[src/logic/io_config_pkg.sv]
`default_nettype none
package io_config_pkg;
   // Subregister addresses within the configuration bank
   localparam logic [7:0]  SUB_DRIVER_ENABLE   = 8'h01;
   localparam logic [7:0]  SUB_FUNCTION_SELECT = 8'h02;
   localparam logic [7:0]  SUB_GENERAL         = 8'h08;
   localparam logic [7:0]  SUB_DAC_OFF_ROUTE_A = 8'h30;
   localparam logic [7:0]  SUB_DAC_OFF_ROUTE_B = 8'h31;
   // Pin count and reset values
   localparam int          PIN_COUNT           = 12;
   localparam logic [15:0] CONFIG_RESET        = 16'h0000;
   // Single-role pins must be written as one
   localparam logic [11:0] SINGLE_ROLE_MASK    = 12'hfa0;
   // Pin positions of the dual-role functions
   localparam int          PIN_ALARM_A         = 0;
   localparam int          PIN_ALARM_B         = 1;
   localparam int          PIN_DAC_OFF_A       = 2;
   localparam int          PIN_DAC_LOAD        = 3;
   localparam int          PIN_DAC_OFF_B       = 4;
   localparam int          PIN_BUSY            = 6;
   // General subregister field positions
   localparam int          GEN_DAC_OFF_LSB     = 1;
   localparam int          GEN_ALARM_A_POL     = 4;
   localparam int          GEN_ALARM_B_POL     = 5;
   localparam int          GEN_REF_SEL         = 8;
   // Pull-down modes of the DAC-off pins
   localparam logic [1:0]  PULL_BOTH           = 2'h0;
   localparam logic [1:0]  PULL_WEAK           = 2'h1;
   localparam logic [1:0]  PULL_STRONG         = 2'h2;
   localparam logic [1:0]  PULL_HIGH_Z         = 2'h3;
   // Number of DAC outputs a DAC-off pin can gate
   localparam int          DAC_COUNT           = 4;
endpackage
`default_nettype wire
[src/logic/digital_io_config_bank.sv]
`timescale 1ns/1ps
`default_nettype none
module digital_io_config_bank (
   input  wire logic        ref_clk,
   input  wire logic        reset,
   input  wire logic        cfg_write,
   input  wire logic [7:0]  cfg_sub_addr,
   input  wire logic [15:0] cfg_write_data,
   output logic      [15:0] cfg_read_data,
   input  wire logic [11:0] gpio_data,
   input  wire logic [11:0] pin_in,
   output logic      [11:0] pin_out,
   output logic      [11:0] pin_oe,
   output logic      [11:0] gpio_in,
   input  wire logic        adc_busy,
   input  wire logic        alarm_a,
   input  wire logic        alarm_b,
   output logic             dac_load_strobe_in,
   output logic [3:0]       dac_off,
   output logic [1:0]       dac_off_pull,
   output logic             ext_ref_sel
);

   ////////////////////////////////////////////////////////////////////////////
   // State
   typedef struct packed {
      logic [15:0] pin_driver_enable;
      logic [15:0] pin_function_select;
      logic [15:0] general_settings;
      logic [15:0] route_a;
      logic [15:0] route_b;
      logic [15:0] read_data;
      logic [11:0] pin_out;
      logic [11:0] pin_oe;
      logic [11:0] gpio_in;
      logic        dac_load;
      logic [3:0]  dac_off;
      logic [1:0]  pull;
      logic        ext_ref;
   } state_type;

   state_type state;
   state_type next_state;

   // Level of an alarm pin for a given polarity setting
   function automatic logic alarm_level(input logic active, input logic high_pol);
      alarm_level = high_pol ? active : ~active;
   endfunction

   ////////////////////////////////////////////////////////////////////////////
   // Next-state logic
   always_comb begin
      logic [11:0] gpio_mode;
      logic        off_a;
      logic        off_b;
      gpio_mode = '0;
      off_a = 1'b0;
      off_b = 1'b0;
      next_state = state;
      // Subregister writes, full 16 bits kept so reserved bits read back
      if (cfg_write) begin
         unique case (cfg_sub_addr)
            io_config_pkg::SUB_DRIVER_ENABLE:   next_state.pin_driver_enable = cfg_write_data;
            io_config_pkg::SUB_FUNCTION_SELECT: next_state.pin_function_select = cfg_write_data;
            io_config_pkg::SUB_GENERAL:         next_state.general_settings = cfg_write_data;
            io_config_pkg::SUB_DAC_OFF_ROUTE_A: next_state.route_a = cfg_write_data;
            io_config_pkg::SUB_DAC_OFF_ROUTE_B: next_state.route_b = cfg_write_data;
            default: ;
         endcase
      end
      // Readback of the addressed subregister
      unique case (cfg_sub_addr)
         io_config_pkg::SUB_DRIVER_ENABLE:   next_state.read_data = state.pin_driver_enable;
         io_config_pkg::SUB_FUNCTION_SELECT: next_state.read_data = state.pin_function_select;
         io_config_pkg::SUB_GENERAL:         next_state.read_data = state.general_settings;
         io_config_pkg::SUB_DAC_OFF_ROUTE_A: next_state.read_data = state.route_a;
         io_config_pkg::SUB_DAC_OFF_ROUTE_B: next_state.read_data = state.route_b;
         default:                            next_state.read_data = 16'h0000;
      endcase
      // Single-role pins are GPIO whatever the host wrote there
      gpio_mode = state.pin_function_select[11:0] | io_config_pkg::SINGLE_ROLE_MASK;
      // Plain GPIO path for every pin
      for (int i = 0; i < io_config_pkg::PIN_COUNT; i++) begin
         next_state.pin_oe[i]  = state.pin_driver_enable[i];
         next_state.pin_out[i] = gpio_mode[i] ? gpio_data[i] : 1'b0;
         next_state.gpio_in[i] = pin_in[i];
      end
      // Busy output on pin 6
      if (!gpio_mode[io_config_pkg::PIN_BUSY]) begin
         next_state.pin_out[io_config_pkg::PIN_BUSY] = adc_busy;
      end
      // Alarm outputs with programmable polarity
      if (!gpio_mode[io_config_pkg::PIN_ALARM_A]) begin
         next_state.pin_out[io_config_pkg::PIN_ALARM_A] = alarm_level(
            alarm_a, state.general_settings[io_config_pkg::GEN_ALARM_A_POL]);
      end
      if (!gpio_mode[io_config_pkg::PIN_ALARM_B]) begin
         next_state.pin_out[io_config_pkg::PIN_ALARM_B] = alarm_level(
            alarm_b, state.general_settings[io_config_pkg::GEN_ALARM_B_POL]);
      end
      // Input functions: driver held off so the pad is listened to
      if (!gpio_mode[io_config_pkg::PIN_DAC_OFF_A]) begin
         next_state.pin_oe[io_config_pkg::PIN_DAC_OFF_A] = 1'b0;
         off_a = pin_in[io_config_pkg::PIN_DAC_OFF_A];
      end
      if (!gpio_mode[io_config_pkg::PIN_DAC_OFF_B]) begin
         next_state.pin_oe[io_config_pkg::PIN_DAC_OFF_B] = 1'b0;
         off_b = pin_in[io_config_pkg::PIN_DAC_OFF_B];
      end
      if (!gpio_mode[io_config_pkg::PIN_DAC_LOAD]) begin
         next_state.pin_oe[io_config_pkg::PIN_DAC_LOAD] = 1'b0;
         next_state.dac_load = pin_in[io_config_pkg::PIN_DAC_LOAD];
      end else begin
         next_state.dac_load = 1'b0;
      end
      // Each DAC-off pin gates the DACs its routing subregister names
      next_state.dac_off = ({4{off_a}} & state.route_a[3:0])
                         | ({4{off_b}} & state.route_b[3:0]);
      // Pull mode follows the general subregister whatever function the DAC-off pins have
      next_state.pull = state.general_settings[io_config_pkg::GEN_DAC_OFF_LSB +: 2];
      next_state.ext_ref = state.general_settings[io_config_pkg::GEN_REF_SEL];
   end

   ////////////////////////////////////////////////////////////////////////////
   // Registers
   always_ff @(posedge ref_clk) begin
      if (reset) begin
         state <= '0;
      end else begin
         state <= next_state;
      end
   end

   // Outputs straight from flip-flops
   assign cfg_read_data      = state.read_data;
   assign pin_out            = state.pin_out;
   assign pin_oe             = state.pin_oe;
   assign gpio_in            = state.gpio_in;
   assign dac_load_strobe_in = state.dac_load;
   assign dac_off            = state.dac_off;
   assign dac_off_pull       = state.pull;
   assign ext_ref_sel        = state.ext_ref;

endmodule
`default_nettype wire

[config.mk]
export PLATFORM = sky130hd
export DESIGN_NAME = digital_io_config_bank
export DESIGN_NICKNAME = d
export VERILOG_FILES = /design/src/logic/io_config_pkg.sv /design/src/logic/digital_io_config_bank.sv
export SDC_FILE = /design/constraint.sdc
export NUM_CORES = 1
export LEC_CHECK = 0
export BUFFER_PORTS_ARGS = -buffer_cell sky130_fd_sc_hd__buf_2
export CORE_AREA = 4 4 138 153
export DETAILED_ROUTE_END_ITERATION = 10
export DIE_AREA = 0 0 142 157
export PLACE_DENSITY_LB_ADDON = 0.15
export SLEW_MARGIN = 40
export SYNTH_ARGS = -nofsm -noshare
export SYNTH_HDL_FRONTEND = slang
export SYNTH_SLANG_ARGS = --single-unit
[constraint.sdc]
create_clock -name ref_clk -period 2.35 [get_ports ref_clk]
set_clock_uncertainty 0.05 [all_clocks]
set_input_delay 0.235 -clock ref_clk [delete_from_list [all_inputs] [get_ports ref_clk]]
set_output_delay 0.235 -clock ref_clk [all_outputs]
set_load 0.05 [all_outputs]
==> results.md <==
* Outcome: completed
* Post-synth ARST share at 0%
* Number of sinks on the clock net at between 100 and 150
* Overall Global Routing Usage at between 10 and 15%
* Cell area after synthesis at ~0.0056 mm²
* Number of endpoints with negative hold slack in the final report at 0
* Post-synthesis instance total at 650
* Final instance area at 0.00694 mm²
* Count of buffer and inverter cells on the critical path at 2
* DP HPWL at 11300 µm
* Crit path arrival time at 1.83 ns
* Number of different library cells in the post-synthesis netlist at 38
* Minimum clock period at between 1.5 and 2 ns
* Initial cell density of the core at approximately 29%
* Top FF cell, synth: sky130_fd_sc_hd__dfxtp_1
* Die outline width at ~140 µm
* Count of state elements after synthesis at 140
* Placement Cell Area at around 0.006 mm²
* Met2 Use GR at roughly a quarter
* Total via count after detailed routing at approximately 4600
* Cell at the root of the clock tree: sky130_fd_sc_hd__clkbuf_16
* Post-cts sizing count at 0
* Seq/Total Area, Yosys at about 50%
* Initial antenna violation count at 1
* Wire length of the first global-routing pass at around 25000 µm
* Worst-margin pin slew at about 0.72 ns
* Post-synthesis net count at approximately 700
* Cell Chain, Critical Path: buf_2, nor4_4, buf_4, o211ai_1, a211o_1, a21oi_1
* Total Routed Length at between 15000 and 20000 µm
* Critical path start-end classification: in2reg
* Crit. Startpoint: cfg_sub_addr[4]
* Worst min-delay path startpoint: gpio_data[0]
* Maximum number of pins on one net before global-route repair at 74
* Maximum Capacitance Violations at 0
* Number of enable-type register cells in the synthesized netlist at 0
* M3 GR Usage at 3.86%
* Commonest cells after routing, fill and taps aside: 177 x sky130_fd_sc_hd__nand2_1, 140 x sky130_fd_sc_hd__dfxtp_1, 112 x sky130_fd_sc_hd__buf_2
* Count of synthesis-stage warnings from yosys at 0
* Family with the most delay on the worst path: compound AO/OA/AOI/OAI gates
* Number of nets with antenna violations after detailed routing at 0
* Final cycle utilization of the critical path at approximately 66%
* Row count at 54
* Nets at 778
* CTS H-tree lvls at 4
* P&R area growth vs syn at 23.7%
* Crit-path max FO at 16
* Post-Syn Area per Cell at ~8.6 µm²
* Slowest cell on the critical path: sky130_fd_sc_hd__a211o_1
* Overflow left after global routing at 0
* Buffers added on ports at 113
* Worst-path clk slew at ~0.060 ns
* Cell area power density at 801 mW/mm²
* Number of global-route vias before repair at ~4600
* Ports placed on the boundary at 114
* Nature of the critical path endpoint: register
* Die area at 0.0223 mm²
* Fmax achieved at roughly 640 MHz
* Leading cell type in the layout, fill and taps excluded: sky130_fd_sc_hd__nand2_1
* Aggregate negative setup slack at 0 ns
* First DRT Iteration DRCs at between 300 and 400
* Pre-Repair DR Iteration Count at 4
* CTS Buf Count at 17
* Core Box Area at 0.0197 mm²
* Worst ir drop on vdd at between 0.0003 and 0.0004 V
* Clk Latency, worst-skew pair at around 0.41 ns
* Drt via density at ~4.7
* WL per Instance at around 17 µm
* Die Span Y at between 150 and 200 µm
* Unrepaired setup endpoints after global routing: no
* Detailed-route DRC error count at 0
* Delay of the slowest cell on the worst path at ~0.59 ns
* Critical path startpoint category: primary input
* Ratio of cells with drive above 1 in the final layout at approximately a quarter
* Leakage power total at around 2.7 nW
* Critical Path RT at 2.62 ns
* Grt met1 use at between 10% and 20%
* Inserted Diodes at 0
* Gr busiest metal: met2
* Worst hold path type: in2reg
* CTS Hold Buffers Added at 23
* Number of setup violations in the final report at 0
* Routability Congestion at between 0.7 and 0.8
* Buffer count from post-CTS setup fixing at 0
* Clock Tree Buf Depth at 2
* Startpoint of the lowest-slack register-to-register path: state[114]
* Max Transition Viols Final at 0
* Slew margin rel. at 51.8%
* CTS tree: yes
cell type report:
| cell class | count | area (µm²) |
|---|---|---|
| Multi-Input combinational cell | 404 | 2150 |
| Clock buffer | 21 | 470 |
| Inverter | 4 | 15.0 |
| Fill cell | 2026 | 12700 |
| Sequential cell | 140 | 2800 |
| Tap cell | 252 | 315 |
| Clock inverter | 11 | 165 |
| Timing Repair Buffer | 157 | 1020 |
cell usage after synthesis (all sizes together) (2+ instances only):
cell,n,area (µm²)
and3,5,31.3
a22oi,15,113
clkbuf,23,91.3
mux2,3,33.8
a2bb2oi,3,26.3
and2,2,12.5
nor4b,3,53.8
nor2,12,45.0
nor2b,33,206
a22o,20,175
inv,4,15.0
buf,79,548
nand3,5,25.0
a222oi,5,50.1
and3b,6,52.6
dfxtp,140,2800
nor4,3,33.8
nand2,177,664
o32ai,4,35.0
a21oi,95,479
xor2,3,26.3
registers in the layout, summed over array words and instances, names as in the netlist:
| name | flops |
|---|---|
| dac_off | 4 |
| cfg_read_data | 16 |
| pin_out | 12 |
| state | 68 |
| dac_off_pull | 2 |
| ext_ref_sel | 1 |
| gpio_in | 12 |
| dac_load_strobe_in | 1 |
| pin_oe | 12 |
| next_state | 12 |
stage by stage:
| stage | cells | hold slack [ns] | worst slack, ns | total power (W) | utilization (%) |
|---|---|---|---|---|---|
| after floorplan | 650 | 0.313 | 0.745 | 0.00264 | - |
| after global placement | 934 | 0.389 | 0.374 | 0.00274 | 30.9 |
| after detailed placement | 934 | 0.397 | 0.345 | 0.00274 | 30.9 |
| after CTS | 989 | 0.0117 | 0.784 | 0.00564 | 35.3 |
| after global routing | 989 | 0.0382 | 0.673 | 0.00575 | 35.3 |
| final | 989 | 0.0227 | 0.790 | 0.00556 | 35.3 |
power breakdown:
group / internal [W] / switching, W / total [W]
registers: 0.00240 / 0.00000534 / 0.00240
logic: 0.000108 / 0.000206 / 0.000313
clock network: 0.00185 / 0.000992 / 0.00285
worst min-delay path: cells and delay by family:
kind | cells | cell delay, ns
AO/OA/AOI/OAI | 1 | 0.06
buffers and inverters | 1 | 0.08
AND/OR/NAND/NOR | 1 | 0.07
logic make-up (layout without fill, tap and decap cells):
kind of cell | count (synthesis) | count (layout) | share of synthesized area [%]
simple gates | 252 | 252 | 21.1
mux | 4 | 4 | 0.780
xor+xnor | 3 | 3 | 0.468
compound gates | 145 | 145 | 16.0
flops | 140 | 140 | 49.9
buf+inv | 106 | 193 | 11.7
per-layer routing:
layer / part of all wire, % / vias up
li1: - / 2268
met1: 43 / 2198
met2: 49 / 146
met3: 5.3 / 29
met4: 2.4 / 2
met5: 0.049 / -
path summary, 6_finish.rpt:
path,to,slack (ns),cells after the start
worst max-delay path,cfg_read_data[2],0.79,6
worst min-delay path,pin_out[0],0.02,3
worst max register to register,pin_out[6],0.95,3
worst min register to register,state[82],0.40,2
No activity file was read; power rests on OpenSTA's default activity.
